File: src/rtl/msc_pkg.sv
// Shared constants and types for the motor start-path selector.
// Assumes a single 250 MHz core clock and a plain register port.
package msc_pkg;
	// ------------------------------------------------------------
	// Register port shape
	// ------------------------------------------------------------
	localparam int MSC_AW = 4;
	localparam int MSC_DW = 32;
	localparam logic [3:0] MSC_REG_CFG = 4'h0; // Start options
	localparam logic [3:0] MSC_REG_THR = 4'h1; // Speed limits
	localparam logic [3:0] MSC_REG_BEMF = 4'h2; // Back-EMF code
	localparam logic [3:0] MSC_REG_CTRL = 4'h3; // Restart command
	localparam logic [3:0] MSC_REG_STAT = 4'h4; // Path and condition
	localparam logic [3:0] MSC_REG_KVAL = 4'h5; // Decoded constant
	// ------------------------------------------------------------
	// Field positions and reset values
	// ------------------------------------------------------------
	localparam int MSC_CFG_ISD_BIT = 0;
	localparam int MSC_CFG_RVS_BIT = 1;
	localparam int MSC_CFG_SYNC_BIT = 2;
	localparam int MSC_CFG_BRK_LSB = 4;
	localparam int MSC_CFG_POS_LSB = 8;
	localparam int MSC_THR_STILL_LSB = 0;
	localparam int MSC_THR_RVS_LSB = 4;
	localparam int MSC_CTRL_GO_BIT = 0;
	localparam int MSC_STAT_COND_LSB = 4;
	localparam logic [11:0] MSC_CFG_RST = 12'h005;
	localparam logic [5:0] MSC_THR_RST = 6'h00;
	localparam logic [6:0] MSC_BEMF_RST = 7'h00;
	// ------------------------------------------------------------
	// Back-EMF code layout; scale in hundredths of a mV/Hz
	// ------------------------------------------------------------
	localparam int MSC_KT_EXP_W = 3;
	localparam int MSC_KT_MAN_W = 4;
	localparam int MSC_KT_W = 18;
	localparam logic [6:0] MSC_KT_STEP_CENTI = 7'd92;
	// ------------------------------------------------------------
	// Timing
	// ------------------------------------------------------------
	localparam int MSC_CLK_MHZ = 250;
	localparam int MSC_BRK_STEP_US = 10;
	localparam int MSC_BRK_STEP_CYC = MSC_BRK_STEP_US * MSC_CLK_MHZ;
	localparam int MSC_STILL_BASE_US = 100;
	localparam int MSC_STILL_BASE_CYC = MSC_STILL_BASE_US * MSC_CLK_MHZ;
	localparam int MSC_RVS_BASE_US = 50;
	localparam int MSC_RVS_BASE_CYC = MSC_RVS_BASE_US * MSC_CLK_MHZ;
	localparam int MSC_CNT_W = 24;
	// ------------------------------------------------------------
	// Types
	// ------------------------------------------------------------
	typedef enum logic [3:0] {
		MSC_POWERON, MSC_DETECT, MSC_BRAKE, MSC_POS_SENSE,
		MSC_ALIGN, MSC_RVS_DRIVE, MSC_ACCEL, MSC_CLOSED
	} msc_path_e;
	typedef enum logic [1:0] {
		MSC_STILL, MSC_FWD, MSC_RVS
	} msc_cond_e;
endpackage

File: src/rtl/msc_start_select.sv
// Start-path selector for a sensorless three-phase motor driver.
// Assumes position sensing, align, accelerate and brake engines
// outside that report completion; registers on a plain port.
//
// Contract
// - Code is mantissa shifted by exponent, times 0.92
// - Code zero is zero; one is smallest
// - Motor is still, forward or reverse
// - Still motor: initialise commutation before driving
// - Position sensing uses winding inductance variation
// - Align pulls rotor to fixed phase pattern
// - Forward and fast: resynchronise into closed loop
// - Reverse drive decelerates through zero, accelerates
// - Otherwise wait for stop or brake
// - Stopped reverse motor starts as still one
// - UW lagging UV by 60 is forward
// - Brake only with nonzero brake duration
// - Nonzero current threshold selects position sensing
// - Too fast reverse: coast and detect again
`timescale 1ns/100ps
module msc_start_select #(
	parameter int STILL_BASE_CYC = msc_pkg::MSC_STILL_BASE_CYC,
	parameter int RVS_BASE_CYC = msc_pkg::MSC_RVS_BASE_CYC
) (
	input wire logic clk_sys,
	input wire logic rst_n,
	input wire logic [msc_pkg::MSC_AW-1:0] regAddr,
	input wire logic [msc_pkg::MSC_DW-1:0] regWrData,
	input wire logic regWr,
	input wire logic regRd,
	output logic [msc_pkg::MSC_DW-1:0] regRdData_q,
	input wire logic restart,
	input wire logic cmpUv,
	input wire logic cmpUw,
	input wire logic senseDone,
	input wire logic alignDone,
	input wire logic zeroSpeed,
	input wire logic handoffReached,
	input wire logic brakeCurrentLow,
	output msc_pkg::msc_path_e path_q,
	output msc_pkg::msc_cond_e motorCond_q,
	output logic coast_q,
	output logic posSense_q,
	output logic alignDrive_q,
	output logic lowSideBrake_q,
	output logic reverseDrive_q,
	output logic accelDrive_q,
	output logic closedLoop_q,
	output logic [msc_pkg::MSC_KT_W-1:0] bemfConstant_q
);
	import msc_pkg::*;
	// ------------------------------------------------------------
	// Register port decode
	// ------------------------------------------------------------
	logic [11:0] cfg_q; // Start options
	logic [5:0] thr_q; // Still timeout and reverse limit codes
	logic [6:0] bemfCode_q; // Back-EMF constant code
	wire wrCfg = regWr && regAddr == MSC_REG_CFG;
	wire wrThr = regWr && regAddr == MSC_REG_THR;
	wire wrBemf = regWr && regAddr == MSC_REG_BEMF;
	wire wrGo = regWr && regAddr == MSC_REG_CTRL
		&& regWrData[MSC_CTRL_GO_BIT];
	// Option fields
	wire isdEnable = cfg_q[MSC_CFG_ISD_BIT];
	wire reverse_drive_enable = cfg_q[MSC_CFG_RVS_BIT];
	wire resyncEnable = cfg_q[MSC_CFG_SYNC_BIT];
	wire [2:0] brake_duration = cfg_q[MSC_CFG_BRK_LSB +: 3];
	wire [3:0] position_sense_current_threshold =
		cfg_q[MSC_CFG_POS_LSB +: 4];
	wire [1:0] stillCode = thr_q[MSC_THR_STILL_LSB +: 2];
	wire [1:0] reverse_drive_speed_limit = thr_q[MSC_THR_RVS_LSB +: 2];
	// Brake and position sensing gated by nonzero fields
	wire brakeOn = brake_duration != 3'b000;
	wire posSenseOn = position_sense_current_threshold != 4'b0000;
	// ------------------------------------------------------------
	// Derived counts
	// ------------------------------------------------------------
	wire [MSC_CNT_W-1:0] stillCycles =
		MSC_CNT_W'(STILL_BASE_CYC) << stillCode;
	wire [MSC_CNT_W-1:0] rvsLimitCycles =
		MSC_CNT_W'(RVS_BASE_CYC) << reverse_drive_speed_limit;
	wire [15:0] brakeCycles =
		16'(brake_duration * MSC_BRK_STEP_CYC);
	// ------------------------------------------------------------
	// Rotor watch and back-EMF decode
	// ------------------------------------------------------------
	logic watchClear_q; // Arms one measurement
	logic watchDone;
	msc_cond_e watchCond;
	logic [MSC_CNT_W-1:0] watchPeriod;
	msc_rotor_watch #(
		.CW(MSC_CNT_W)
	) uWatch (
		.clk_sys(clk_sys),
		.rst_n(rst_n),
		.clear(watchClear_q),
		.cmpUv(cmpUv),
		.cmpUw(cmpUw),
		.stillCycles(stillCycles),
		.done_q(watchDone),
		.cond_q(watchCond),
		.period_q(watchPeriod)
	);
	msc_bemf_decode uBemf (
		.clk_sys(clk_sys),
		.rst_n(rst_n),
		.code(bemfCode_q),
		.bemfConstant_q(bemfConstant_q)
	);
	// ------------------------------------------------------------
	// Path judgement
	// ------------------------------------------------------------
	// Shorter period means faster rotation
	wire rvsTooFast = watchPeriod < rvsLimitCycles;
	// Stationary entry: brake first if enabled, then initialise
	wire [3:0] initPath = posSenseOn ? MSC_POS_SENSE
		: MSC_ALIGN;
	wire [3:0] stillPath = brakeOn ? MSC_BRAKE : initPath;
	// Forward without resync is handled like a still start
	wire [3:0] fwdPath = resyncEnable ? MSC_CLOSED : stillPath;
	// Reverse: coast if fast, else drive through zero, else brake, else wait
	wire [3:0] rvsPath = rvsTooFast ? MSC_DETECT
		: reverse_drive_enable ? MSC_RVS_DRIVE
		: brakeOn ? MSC_BRAKE : MSC_DETECT;
	wire [3:0] judgedPath = watchCond == MSC_FWD ? fwdPath
		: watchCond == MSC_RVS ? rvsPath : stillPath;
	// ------------------------------------------------------------
	// Brake timer: current must stay low for the whole duration
	// ------------------------------------------------------------
	logic [15:0] brkCnt_q;
	wire brakeDone = brakeCurrentLow && brkCnt_q >= brakeCycles;
	// ------------------------------------------------------------
	// Next path
	// ------------------------------------------------------------
	msc_path_e path_d;
	wire startReq = restart || wrGo;
	always_comb begin
		path_d = path_q;
		case (path_q)
			MSC_POWERON: begin
				// Without detection the motor counts as still
				path_d = isdEnable ? MSC_DETECT
					: msc_path_e'(stillPath);
			end
			MSC_DETECT: begin
				if (watchDone) begin
					path_d = msc_path_e'(judgedPath);
				end
			end
			MSC_BRAKE: begin
				// Stopped motor continues as a still one
				if (brakeDone) begin
					path_d = msc_path_e'(initPath);
				end
			end
			MSC_POS_SENSE: begin
				if (senseDone) begin
					path_d = MSC_ACCEL;
				end
			end
			MSC_ALIGN: begin
				if (alignDone) begin
					path_d = MSC_ACCEL;
				end
			end
			MSC_RVS_DRIVE: begin
				// Keep pushing forward through zero speed
				if (zeroSpeed) begin
					path_d = MSC_ACCEL;
				end
			end
			MSC_ACCEL: begin
				if (handoffReached) begin
					path_d = MSC_CLOSED;
				end
			end
			MSC_CLOSED: begin
				path_d = MSC_CLOSED;
			end
			default: begin
				path_d = MSC_POWERON;
			end
		endcase
		// A restart abandons any committed path
		if (startReq) begin
			path_d = MSC_POWERON;
		end
	end
	// ------------------------------------------------------------
	// Path, condition and drive outputs
	// ------------------------------------------------------------
	// Drive outputs follow the next path so they align with path_q
	always_ff @(posedge clk_sys or negedge rst_n) begin
		if (!rst_n) begin
			path_q <= MSC_POWERON;
			coast_q <= 1'b1;
			posSense_q <= 1'b0;
			alignDrive_q <= 1'b0;
			lowSideBrake_q <= 1'b0;
			reverseDrive_q <= 1'b0;
			accelDrive_q <= 1'b0;
			closedLoop_q <= 1'b0;
		end else begin
			path_q <= path_d;
			coast_q <= path_d == MSC_POWERON || path_d == MSC_DETECT;
			posSense_q <= path_d == MSC_POS_SENSE;
			alignDrive_q <= path_d == MSC_ALIGN;
			lowSideBrake_q <= path_d == MSC_BRAKE;
			reverseDrive_q <= path_d == MSC_RVS_DRIVE;
			accelDrive_q <= path_d == MSC_ACCEL;
			closedLoop_q <= path_d == MSC_CLOSED;
		end
	end
	// Condition is recorded at every detection result, set still at a start without detection, and held otherwise
	always_ff @(posedge clk_sys or negedge rst_n) begin
		if (!rst_n) begin
			motorCond_q <= MSC_STILL;
		end else if (path_q == MSC_POWERON && !isdEnable) begin
			motorCond_q <= MSC_STILL;
		end else if (path_q == MSC_DETECT && watchDone) begin
			motorCond_q <= watchCond;
		end
	end
	// Arm the watch on every entry into detection
	always_ff @(posedge clk_sys or negedge rst_n) begin
		if (!rst_n) begin
			watchClear_q <= 1'b0;
		end else begin
			watchClear_q <= path_d == MSC_DETECT &&
				(path_q != MSC_DETECT || watchDone);
		end
	end
	// Brake timer restarts whenever current rises again
	always_ff @(posedge clk_sys or negedge rst_n) begin
		if (!rst_n) begin
			brkCnt_q <= '0;
		end else if (path_q != MSC_BRAKE || !brakeCurrentLow) begin
			brkCnt_q <= '0;
		end else if (!brakeDone) begin
			brkCnt_q <= brkCnt_q + 1'b1;
		end
	end
	// ------------------------------------------------------------
	// Registers
	// ------------------------------------------------------------
	// Settings are the configurer's duty to keep current safe
	always_ff @(posedge clk_sys or negedge rst_n) begin
		if (!rst_n) begin
			cfg_q <= MSC_CFG_RST;
			thr_q <= MSC_THR_RST;
			bemfCode_q <= MSC_BEMF_RST;
		end else begin
			if (wrCfg) begin
				cfg_q <= regWrData[11:0];
			end
			if (wrThr) begin
				thr_q <= regWrData[5:0];
			end
			if (wrBemf) begin
				bemfCode_q <= regWrData[6:0];
			end
		end
	end
	// Read mux; unmapped and write-only offsets read zero
	wire [MSC_DW-1:0] statWord = MSC_DW'({motorCond_q, path_q});
	wire [MSC_DW-1:0] rdMux =
		regAddr == MSC_REG_CFG ? MSC_DW'(cfg_q)
		: regAddr == MSC_REG_THR ? MSC_DW'(thr_q)
		: regAddr == MSC_REG_BEMF ? MSC_DW'(bemfCode_q)
		: regAddr == MSC_REG_STAT ? statWord
		: regAddr == MSC_REG_KVAL ? MSC_DW'(bemfConstant_q)
		: '0;
	// Data only in the cycle after the strobe
	always_ff @(posedge clk_sys or negedge rst_n) begin
		if (!rst_n) begin
			regRdData_q <= '0;
		end else begin
			regRdData_q <= regRd ? rdMux : '0;
		end
	end
endmodule

File: src/rtl/msc_bemf_decode.sv
// Decodes the 7-bit back-EMF constant code into a scaled value.
// Assumes the code is held stable in a register by its owner.
`timescale 1ns/100ps
module msc_bemf_decode (
	input wire logic clk_sys,
	input wire logic rst_n,
	input wire logic [6:0] code,
	output logic [msc_pkg::MSC_KT_W-1:0] bemfConstant_q
);
	import msc_pkg::*;
	// Exponent sits above the mantissa in the code
	wire [MSC_KT_EXP_W-1:0] expo = code[6:4];
	wire [MSC_KT_MAN_W-1:0] mant = code[3:0];
	// Mantissa shifted by exponent, at most 1920
	wire [10:0] digital = 11'({7'h00, mant} << expo);
	// Scaled by the step; all-zero code gives zero naturally
	wire [MSC_KT_W-1:0] scaled =
		MSC_KT_W'(digital) * MSC_KT_W'(MSC_KT_STEP_CENTI);
	// ------------------------------------------------------------
	// Output register
	// ------------------------------------------------------------
	always_ff @(posedge clk_sys or negedge rst_n) begin
		if (!rst_n) begin
			bemfConstant_q <= '0;
		end else begin
			bemfConstant_q <= scaled;
		end
	end
endmodule

File: src/rtl/msc_rotor_watch.sv
// Watches two phase comparators of a coasting motor and reports
// condition and electrical period. Comparators are synchronous.
`timescale 1ns/100ps
module msc_rotor_watch #(
	parameter int CW = 24
) (
	input wire logic clk_sys,
	input wire logic rst_n,
	input wire logic clear,
	input wire logic cmpUv,
	input wire logic cmpUw,
	input wire logic [CW-1:0] stillCycles,
	output logic done_q,
	output msc_pkg::msc_cond_e cond_q,
	output logic [CW-1:0] period_q
);
	import msc_pkg::*;
	logic uvPrev_q; // Last comparator sample for edge finding
	logic seen_q; // First rising edge already found
	logic armed_q; // Measurement running
	logic [CW-1:0] cnt_q; // Cycles since last edge
	wire uvRise = cmpUv & ~uvPrev_q;
	wire quiet = cnt_q >= stillCycles;
	// Forward when UW is still low at a UV rise: UW lags by 60 deg
	wire fwdSeen = ~cmpUw;
	// ------------------------------------------------------------
	// Measurement
	// ------------------------------------------------------------
	// One report per arming; the owner re-arms with clear
	always_ff @(posedge clk_sys or negedge rst_n) begin
		if (!rst_n) begin
			uvPrev_q <= 1'b0;
			seen_q <= 1'b0;
			armed_q <= 1'b0;
			cnt_q <= '0;
			done_q <= 1'b0;
			cond_q <= MSC_STILL;
			period_q <= '0;
		end else begin
			uvPrev_q <= cmpUv;
			done_q <= 1'b0;
			if (clear) begin
				seen_q <= 1'b0;
				armed_q <= 1'b1;
				cnt_q <= '0;
			end else if (armed_q && uvRise && seen_q) begin
				// Second rise closes one electrical period
				armed_q <= 1'b0;
				done_q <= 1'b1;
				period_q <= cnt_q;
				cond_q <= fwdSeen ? MSC_FWD : MSC_RVS;
			end else if (armed_q && uvRise) begin
				seen_q <= 1'b1;
				cnt_q <= '0;
			end else if (armed_q && quiet) begin
				// No toggling long enough: stationary
				armed_q <= 1'b0;
				done_q <= 1'b1;
				cond_q <= MSC_STILL;
			end else if (armed_q) begin
				cnt_q <= cnt_q + 1'b1;
			end
		end
	end
endmodule

File: config.mk
export PLATFORM = sky130hd
export DESIGN_NAME = msc_start_select
export DESIGN_NICKNAME = d
export VERILOG_FILES = /design/src/rtl/msc_pkg.sv /design/src/rtl/msc_start_select.sv /design/src/rtl/msc_bemf_decode.sv /design/src/rtl/msc_rotor_watch.sv
export SDC_FILE = /design/constraint.sdc
export NUM_CORES = 1
export LEC_CHECK = 0
export ABC_AREA = 1
export BUFFER_PORTS_ARGS = -buffer_cell sky130_fd_sc_hd__buf_2
export CAP_MARGIN = 20
export CORE_MARGIN = 2
export CORE_UTILIZATION = 55
export CTS_BUF_LIST = sky130_fd_sc_hd__clkbuf_8
export DETAILED_ROUTE_END_ITERATION = 16
export GPL_TIMING_DRIVEN = 0
export HOLD_SLACK_MARGIN = 0.15
export PLACE_DENSITY_LB_ADDON = 0.25
export SYNTH_ARGS = -nofsm -noshare
export SYNTH_HDL_FRONTEND = slang
export SYNTH_SLANG_ARGS = --single-unit
File: constraint.sdc
create_clock -name clk_sys -period 3.6 [get_ports clk_sys]
set_input_delay 0.18 -clock clk_sys [delete_from_list [all_inputs] [get_ports clk_sys]]
set_output_delay 0.18 -clock clk_sys [all_outputs]
set_load 0.05 [all_outputs]
==> metrics.cfg, run 1 <==
[run_status]
outcome = finished with violations
violations = setup timing

[setup_path]
worstReg2RegStart = bemfCode_q[4]
crit_path_max_fanout = 6
crit_arrival_ns = 4.15
startpoint = bemfCode_q[4]
criticalPathCategory = register to register
end_kind = register
required_ns = 4.00
start_kind = register

[floorplanning]
die_h_um = 133.1
die_area_um2 = 17730
core_area_um2 = 16470
core.rowCount = 47
dieWidth_um = 133.1
start_util_pct = 55.71
io-pin-count = 111

[drt]
routedWlPerCell_um = 15.49
dr.pass1.iters = 5
vias = 8103
post_drt_via_cell_ratio = 5.363
ant_nets = 0
drcViolationCount = 0
drtIter0Drc = 615
drt_wl_total_um = 23400

[synthesis]
netlist_area_um2 = 9173
syn_avg_cell_area_um2 = 8.204
ys_async_sr_fraction_pct = 100.0
synth_edf_count = 0
yosysUniqueCellTypes = 50
synthCells = 1118
yosysSeqAreaShare_pct = 38.51
synthFlopType = dfrtp_1
yosysWarnings = 0
ys_seq_elements = 141

[clock_network]
cts_buffer_depth = 2
clock_tree.root_cell = clkbuf_8
clock_latency_ns = 0.47
tritoncts = yes
cts_buffers = 17
htreeDepth = 4
clkSinkCount = 141
path_clk_slew_ns = 0.09

[cells_and_area]
finish.net_count = 1435
diodes = 0
fillers = 1354
fin_cells = 1511
syn2layout_area_growth_pct = 20.98
drive_gt1_share_pct = 22.23
fin_util_pct = 67.39
final_area_um2 = 11100

[power]
combPwrFrac_pct = 52.2
leakagePower_nw = 5.631
p_int_mw = 3.794
switching_power_mw = 2.997
sequentialPowerShare_pct = 29.3
power_frac_clock_pct = 18.5
powerDensity_nw_per_um2 = 612.0
ir_drop_mv = 0.6475
p_total_mw = 6.792
switching_share_pct = 44.13

[grt]
grt_antenna_before_repair = 0
grt_pass1_wl_um = 36020
grt_max_degree = 97
grt_usage_pct = 25.51
grt-ovfl-total = 0
grt_pass1_vias = 7435

[sta]
slew_headroom_pct = 62.57
fmax_mhz = 266.7
setup_viol = 4
skew_ns = 0.01413
finalMaxSlewViolations = 0
timing.final.crit_share_pct = 104.2
setup_ws_ns = -0.1502
fin_crit_ns = 3.750
grt_setup_unrepaired = true
worst_pin_slew_ns = 0.5584
final_hold_viol_count = 0

[placement]
numPortBuffers = 74
place_area_um2 = 9938
placed_cells = 1429
place_hpwl_um = 16290
gp_congestion = 0.9517

[hold_path]
hp-class = input pin to asynchronous set/reset pin

[flow_run]
drv_cap = 0

Yosys cell counts (2+ instances only):
library cell | n | share of area (%)
dfrtp_1 | 138 | 38
a211oi_1 | 4 | 0.33
buf_6 | 2 | 0.25
buf_4 | 17 | 1.4
nand2_2 | 8 | 0.55
nor3b_1 | 8 | 0.65
clkinv_1 | 2 | 0.082
o21ai_1 | 24 | 1.3
xor2_1 | 18 | 1.7
nor4_1 | 3 | 0.20
fa_1 | 19 | 4.1
inv_1 | 168 | 6.9
nand3_1 | 50 | 2.7
nand2_1 | 206 | 8.4
mux2_2 | 4 | 0.49
dfstp_2 | 3 | 0.86
nor2_4 | 2 | 0.25
or2_2 | 2 | 0.14
nand4_1 | 23 | 1.6
nor2_2 | 4 | 0.27
a221oi_1 | 2 | 0.19
a21o_1 | 3 | 0.25
inv_2 | 16 | 0.65
nor3_2 | 4 | 0.44
ha_1 | 90 | 12
buf_2 | 2 | 0.11
o21bai_1 | 3 | 0.25
clkbuf_1 | 16 | 0.65
o211ai_1 | 3 | 0.25
o21a_1 | 3 | 0.25
o2111ai_1 | 2 | 0.19
o22ai_1 | 8 | 0.55
nor2_1 | 81 | 3.3
nor3_1 | 21 | 1.1
xnor2_1 | 4 | 0.38
nand3b_1 | 4 | 0.33
a21oi_1 | 61 | 3.3
o21ai_0 | 78 | 4.3
worst max-delay path, cell delays in order (launching register included):
cell	delay [ns]
dfrtp_2	0.47
nand2_1	0.14
o21ai_4	0.09
o21ai_2	0.18
nor2_2	0.09
buf_4	0.15
ha_4	0.26
inv_2	0.03
fa_1	0.51
inv_2	0.05
fa_1	0.59
ha_4	0.24
a21oi_2	0.14
o21ai_2	0.09
a21o_1	0.18
a21o_1	0.19
a21oi_2	0.15
xnor2_1	0.13
per-layer routing:
metal  share of wire (%)  track usage (%)  up-vias
li1                    -                -     3936
met1                  44            35.51     3851
met2                  48            40.85      265
met3                 5.3            4.110       51
met4                 2.6            9.043        0
met5                   0                0        -
placed cells by master (no fill, tap or decap), drive strengths merged, types with 2 or more instances in the layout:
cell and instances:
a221oi 2, o21a 3, o21ai 103, dfrtp 138
nor3b 8, nor2 87, nand2 215, o22ai 8
clkinv 8, ha 90, buf 128, o21bai 3
a21oi 62, a211oi 4, a21o 3, mux2 4
fa 19, nor3 26, o211ai 3, inv 184
xnor2 4, nand3 51, clkinvlp 5, xor2 18
dlygate4sd3 20, conb 17, nand4 24, nand3b 4
dfstp 3, clkbuf 34, or2 2, o2111ai 2
nor4 4
through the flow:
stage / hold WS (ns) / worst slack [ns] / TNS [ns]
2_1_floorplan: -0.1156 / 0.006045 / 0
3_3_place_gp: 0.3078 / -0.3652 / -3.114
3_5_place_dp: 0.1458 / -0.4396 / -4.502
4_1_cts: 0.2200 / -0.02949 / -0.03645
5_1_grt: 0.2502 / -0.2918 / -1.520
6_report: 0.2096 / -0.1502 / -0.4713
logic make-up (layout without fill, tap and decap cells):
family	after synthesis	count (layout)	synth area share [%]
AO/OA/AOI/OAI	196	196	11.66
flip-flops	141	141	38.51
AND/OR/NAND/NOR	422	422	20.76
adder cells (fa/ha/maj)	109	109	16.42
multiplexers	4	4	0.4910
XOR/XNOR	22	22	2.101
other	1	17	0.04088
buffers and inverters	223	380	10.01
registers in the layout, summed over array words and instances, names as in the netlist, 2 cells and up:
name                  flops
thr_q                     6
bemfCode_q                7
uWatch.cnt_q             24
cfg_q                    12
brkCnt_q                 16
uWatch.cond_q             2
motorCond_q               2
uBemf.bemfConstant_q     16
regRdData_q              18
path_q                    4
uWatch.period_q          22
area by class of cell:
| class | instances | area, um2 | area share [%] |
|---|---|---|---|
| inverters | 186 | 704.4 | 6.348 |
| clock inverters | 12 | 113.9 | 1.026 |
| well taps | 220 | 275.3 | 2.481 |
| flip-flops and latches | 141 | 3538 | 31.89 |
| plain buffers | 36 | 227.7 | 2.052 |
| clock buffers | 20 | 275.3 | 2.481 |
| repair buffers | 126 | 844.6 | 7.611 |
| multi-input cells | 770 | 5117 | 46.12 |
power groups by stage:
stage               Combinational, mW  Sequential, mW  Clock (mW)
global route                     3.87            2.01        1.34
CTS                              2.99            1.98        1.27
global placement                 2.57            2.00           0
floorplan                        1.79            2.23           0
finish                           3.54            1.99        1.26
detailed placement               2.64            2.01           0
path summary, 6_finish.rpt:
| kind | end | slack [ns] | cells past startpoint |
|---|---|---|---|
| max | uBemf.bemfConstant_q[14] | -0.15 | 17 |
| min | uWatch.period_q[20] | 0.21 | 2 |
| max reg2reg | uBemf.bemfConstant_q[14] | -0.15 | 17 |
| min reg2reg | uWatch.period_q[10] | 0.50 | 2 |
| max in group asynchronous | bemfCode_q[4] | 2.55 | 3 |
| min in group clk_sys | path_q[1] | 0.24 | 7 |
repair_timing:
action / 4_1_cts / 5_1_grt
gates resized for setup: 35 / 67
pin swaps: 12 / 36
setup endpoints to repair: 31 / 31
hold endpoints to repair: 181 / 0
setup buffers: 14 / 17
hold buffers: 20 / 0
No activity file was read; power rests on OpenSTA's default activity.
==> run 2: changes to the inputs <==
Settings changed: CORE_UTILIZATION 55 to 40.
==> run 2 against run 1 <==
Compared with the run above: the run still ends with setup timing left; cell area is 1.8% higher; worst hold slack better by 0.022 ns; largest power group unchanged; register-to-register slack better by 0.04 ns; largest cell class unchanged; die area is 36% higher; cell count is 4.1% higher; highest routed layer unchanged; critical path type unchanged.
==> metrics.cfg, run 2 (synthesized netlist as in run 1, its figures left out) <==
[clock_network]
htreeDepth = 4
cts_buffer_depth = 2
cts_buffers = 17
path_clk_slew_ns = 0.09
clock_latency_ns = 0.46
tritoncts = yes
clock_tree.root_cell = clkbuf_8
clkSinkCount = 141

[setup_path]
required_ns = 3.95
crit_path_max_fanout = 10
end_kind = register
criticalPathCategory = register to register
cp_slowest_stage_delay_ns = 0.54
cpMostUsedCell = inv_2
crit_chain = buf_2 > nand2_1 > o21ai_4 > nand2_2 > o21ai_2 > inv_2 > ha_4 > inv_2 > fa_1 > inv_2 > fa_1 > ha_4 > a21oi_2 > o211ai_1 > a21boi_2 > o21ai_2 > xor2_1
start_kind = register
crit_arrival_ns = 4.06
slowest_stage = fa_1

[floorplanning]
core.rowCount = 55
start_util_pct = 40.64
die_area_um2 = 24160
io-pin-count = 111
die_h_um = 155.4
dieWidth_um = 155.4
core_area_um2 = 22570

[drt]
ant_nets = 0
top_layer = met4
drtIter0Drc = 502
wl_met1_um = 11250
routedWlPerCell_um = 14.92
drt_wl_total_um = 23480
wl_met2_um = 10990
post_drt_via_cell_ratio = 5.013
dr.pass1.iters = 5
route.met3.wl_um = 839
vias = 7885
drcViolationCount = 0

[flow_run]
drv_cap = 0

[sta]
fmax_mhz = 269.7
timing.final.crit_share_pct = 103.0
setup_ws_ns = -0.1072
fin_crit_ns = 3.707
finalSetupTns_ns = -0.2361
grt_setup_unrepaired = true
setup_viol = 4
worst_pin_slew_ns = 0.5718
final_hold_viol_count = 0
finalMaxSlewViolations = 0
skew_ns = 0.01316
slew_headroom_pct = 61.67

[placement]
place_hpwl_um = 17210
pre_cts_slack_ns = -0.4517
gp_congestion = 0.8535
numPortBuffers = 74

[cells_and_area]
regArea_um2 = 3536
fin_util_pct = 50.03
fillers = 2175
multiInputGateArea_um2 = 5224
top_register = uWatch.cnt_q
finish.net_count = 1433
largest_register_ffs = 24
diodes = 0
final_cell_mix = nand2_1, inv_1, dfrtp_1, ha_1, buf_2
top_regs = uWatch.cnt_q: 24 flops, uWatch.period_q: 22 flops, regRdData_q: 18 flops
syn2layout_area_growth_pct = 23.11
mostFrequentLayoutCell = nand2_1
drive_gt1_share_pct = 22.75

[power]
powerDensity_nw_per_um2 = 617.4
leakagePower_nw = 5.680
ir_drop_mv = 0.5434
p_total_mw = 6.972

[run_status]
violations = setup timing
outcome = finished with violations

[hold_path]
hp-class = input pin to asynchronous set/reset pin

[grt]
grt_pass1_wl_um = 37270
grt_max_degree = 96
grt_antenna_before_repair = 0
grt_pass1_vias = 7414
grt-ovfl-total = 0
grt_usage_pct = 19.37

## run 2: worst max-delay path, delay by kind of cell, from the launching register on
kind	cells	cell delay (ns)
adder cells (fa/ha/maj)	4	1.53
AO/OA/AOI/OAI	6	0.88
buffers and inverters	4	0.44
flip-flops	1	0.37
AND/OR/NAND/NOR	2	0.22
XOR/XNOR	1	0.16
## run 2: area by class of cell
class / count / share of cell area [%]
Clock buffer: 17 / 2.072
Inverter: 186 / 6.238
Buffer: 36 / 1.994
Timing Repair Buffer: 124 / 7.346
Multi-Input combinational cell: 770 / 46.26
Clock inverter: 14 / 1.618
Sequential cell: 141 / 31.31
Tap cell: 285 / 3.158
## run 2: layer usage
layer  up-vias  global-route usage [%]
li1       3931                       -
met1      3747                   27.45
met2       174                   30.43
met3        33                   3.370
met4         0                   5.810
met5         -                       0
## run 2: report_power, final
part	internal [mW]	switching (mW)	total (mW)	leakage [nW]
registers	1.81	0.175	1.98	1.88
clock network	0.698	0.684	1.38	0.206
logic	1.44	2.17	3.61	3.60
total	3.94	3.03	6.97	5.68
## run 2: final timing paths
check | startpoint | endpoint | slack, ns | cells after the start
worst min register to register | uWatch.period_q[20] | uWatch.period_q[20] | 0.49 | 2
worst max-delay path | bemfCode_q[5] | uBemf.bemfConstant_q[15] | -0.11 | 17
worst max register to register | bemfCode_q[5] | uBemf.bemfConstant_q[15] | -0.11 | 17
worst min-delay path | rst_n | uWatch.period_q[4] | 0.23 | 2
max in group asynchronous | rst_n | cfg_q[4] | 2.53 | 3
min in group clk_sys | zeroSpeed | accelDrive_q | 0.27 | 7
## run 2: repair_timing
action,4_1_cts,5_1_grt
gates resized for setup,42,78
setup buffers,16,13
pin swaps,16,48
endpoints found under the setup margin,33,32
hold buffers,20,0
endpoints found under the hold margin,89,0
## run 2: metrics by stage
stage	cells	instance area, um2	hold WS [ns]
6_report	1573	11290	0.2318
3_3_place_gp	1493	9986	0.3041
4_1_cts	1560	10900	0.2296
2_1_floorplan	1134	9259	-0.1156
3_5_place_dp	1494	10020	0.1591
5_1_grt	1573	11290	0.2530
==> run 3: changes to the inputs <==
Settings changed: GPL_ROUTABILITY_DRIVEN set to 1, MAX_ROUTING_LAYER set to met4.
==> run 3 against run 2 <==
Compared with the run above: highest routed layer unchanged; the run still ends with setup timing left; total power is 0.41% higher; sequential power about the same; global-route usage is 0.60 points higher; first-iteration DRC count is 1.0% higher; register-to-register slack gained 0.10 ns.
==> metrics.cfg, run 3 (synthesized netlist as in run 1, its figures left out) <==
[sta]
timing.final.crit_share_pct = 100.2
finalMaxSlewViolations = 0
setup_viol = 1
fmax_mhz = 277.3
finalSetupTns_ns = -0.005835
setup_ws_ns = -0.005835
final_hold_viol_count = 0
skew_ns = 0.01338
slew_headroom_pct = 57.29
fin_crit_ns = 3.606
worst_pin_slew_ns = 0.6371
grt_setup_unrepaired = true

[clock_network]
tritoncts = yes
path_clk_slew_ns = 0.09
clock_tree.root_cell = clkbuf_8
cts_buffers = 17
clkSinkCount = 141
htreeDepth = 4
clock_latency_ns = 0.45
cts_buffer_depth = 2

[grt]
grt_pass1_wl_um = 37320
grt-ovfl-total = 0
grt_max_degree = 89
grt_antenna_before_repair = 0
grt_pass1_vias = 7534
grt_usage_pct = 19.96

[setup_path]
start_kind = register
cp_slowest_stage_delay_ns = 0.50
criticalPathCategory = register to register
end_kind = register
crit_arrival_ns = 3.94
required_ns = 3.94
crit_path_max_fanout = 8
slowest_stage = dfrtp_2
crit_chain = nand2_2 > o21ai_4 > o21ai_2 > nand2_2 > o21ai_4 > inv_2 > ha_4 > inv_2 > fa_1 > inv_1 > fa_1 > ha_4 > nand2_4 > nor3_4 > a21o_1 > a21o_1 > a21oi_2 > xnor2_1

[placement]
pre_cts_slack_ns = -0.4525
gp_congestion = 0.9013
numPortBuffers = 74
place_area_um2 = 10020
place_hpwl_um = 17170

[hold_path]
hp-class = input pin to asynchronous set/reset pin

[drt]
post_drt_via_cell_ratio = 4.986
ant_nets = 0
drt_wl_total_um = 23290
vias = 7918
routedWlPerCell_um = 14.66
drtIter0Drc = 507
drcViolationCount = 0
dr.pass1.iters = 4

[cells_and_area]
top_regs = uWatch.cnt_q: 24 flops, uWatch.period_q: 22 flops, regRdData_q: 18 flops
mostFrequentLayoutCell = nand2_1
top_register = uWatch.cnt_q
syn2layout_area_growth_pct = 24.01
drive_gt1_share_pct = 23.64
diodes = 0
largest_register_ffs = 24
finish.net_count = 1448
final_cell_mix = nand2_1, inv_1, dfrtp_1, ha_1
final_area_um2 = 11370

[power]
p_total_mw = 7.000
powerDensity_nw_per_um2 = 615.4
ir_drop_mv = 0.5341
leakagePower_nw = 5.710

[flow_run]
drv_cap = 0

[floorplanning]
core_area_um2 = 22570
start_util_pct = 40.64
core.rowCount = 55
die_area_um2 = 24160
die_h_um = 155.4
dieWidth_um = 155.4
io-pin-count = 111

[run_status]
violations = setup timing
outcome = finished with violations

## run 3: cell types whose count changed in the layout (fill, tap and decap cells not counted), sizes merged
cell      previous run  this run
buf                127       141
bufinv               3         2
clkbuf              30        31
clkinv               4         5
clkinvlp             3         4
inv                190       189
## run 3: layout make-up
cell class / instances / area, um2
buffer: 36 / 229.0
clock buffer: 17 / 234.0
clock inverter: 14 / 157.7
fill: 2130 / 11200
inverter: 186 / 701.9
multi-input combinational: 770 / 5221
sequential: 141 / 3536
tap: 285 / 356.6
timing repair buffer: 139 / 938.4
## run 3: stage by stage
stage	std cells	hold WS (ns)	util [%]
after floorplan	1134	-0.1156	-
after CTS	1560	0.2403	48.15
after detailed placement	1494	0.1970	44.39
after global routing	1588	0.2927	50.39
final	1588	0.2668	50.39
after global placement	1493	0.3045	44.24
## run 3: worst paths after layout
| kind | startpoint | end | slack (ns) | depth (start not counted) |
|---|---|---|---|---|
| min in group clk_sys | zeroSpeed | path_q[1] | 0.27 | 7 |
| hold reg to reg | uWatch.period_q[19] | uWatch.period_q[19] | 0.49 | 2 |
| setup / recovery | bemfCode_q[4] | uBemf.bemfConstant_q[14] | -0.006 | 18 |
| max in group asynchronous | rst_n | bemfCode_q[4] | 2.46 | 3 |
| hold / removal | rst_n | uWatch.cnt_q[2] | 0.27 | 2 |
| setup reg to reg | bemfCode_q[4] | uBemf.bemfConstant_q[14] | -0.006 | 18 |
## run 3: power by group
part / leakage [nW] / internal (mW) / switching (mW)
Clock: 0.190 / 0.625 / 0.691
Sequential: 1.88 / 1.81 / 0.173
Combinational: 3.64 / 1.53 / 2.17
Total: 5.71 / 3.97 / 3.03
## run 3: metal layers
layer	wire length (um)	share of wire, %	global-route usage [%]
met1	10970	47	26.46
met3	939	4.0	3.343
met4	431	1.9	6.204
met2	10950	47	31.50
met5	0	0	-
## run 3: critical path: cells and delay by family, from the launching register on
kind,cells,cell delay (ns)
compound gates,6,0.66
xor+xnor,1,0.12
fa+ha+maj,4,1.57
buf+inv,3,0.17
flops,1,0.50
simple gates,4,0.48
## run 3: repair_timing
| item | in CTS | in global routing |
|---|---|---|
| endpoints found under the setup margin | 33 | 33 |
| pin swaps | 16 | 55 |
| hold buffers | 20 | 0 |
| resized for setup | 40 | 71 |
| cloned | 0 | 0 |
| buffers inserted | 16 | 28 |
| endpoints found under the hold margin | 95 | 0 |
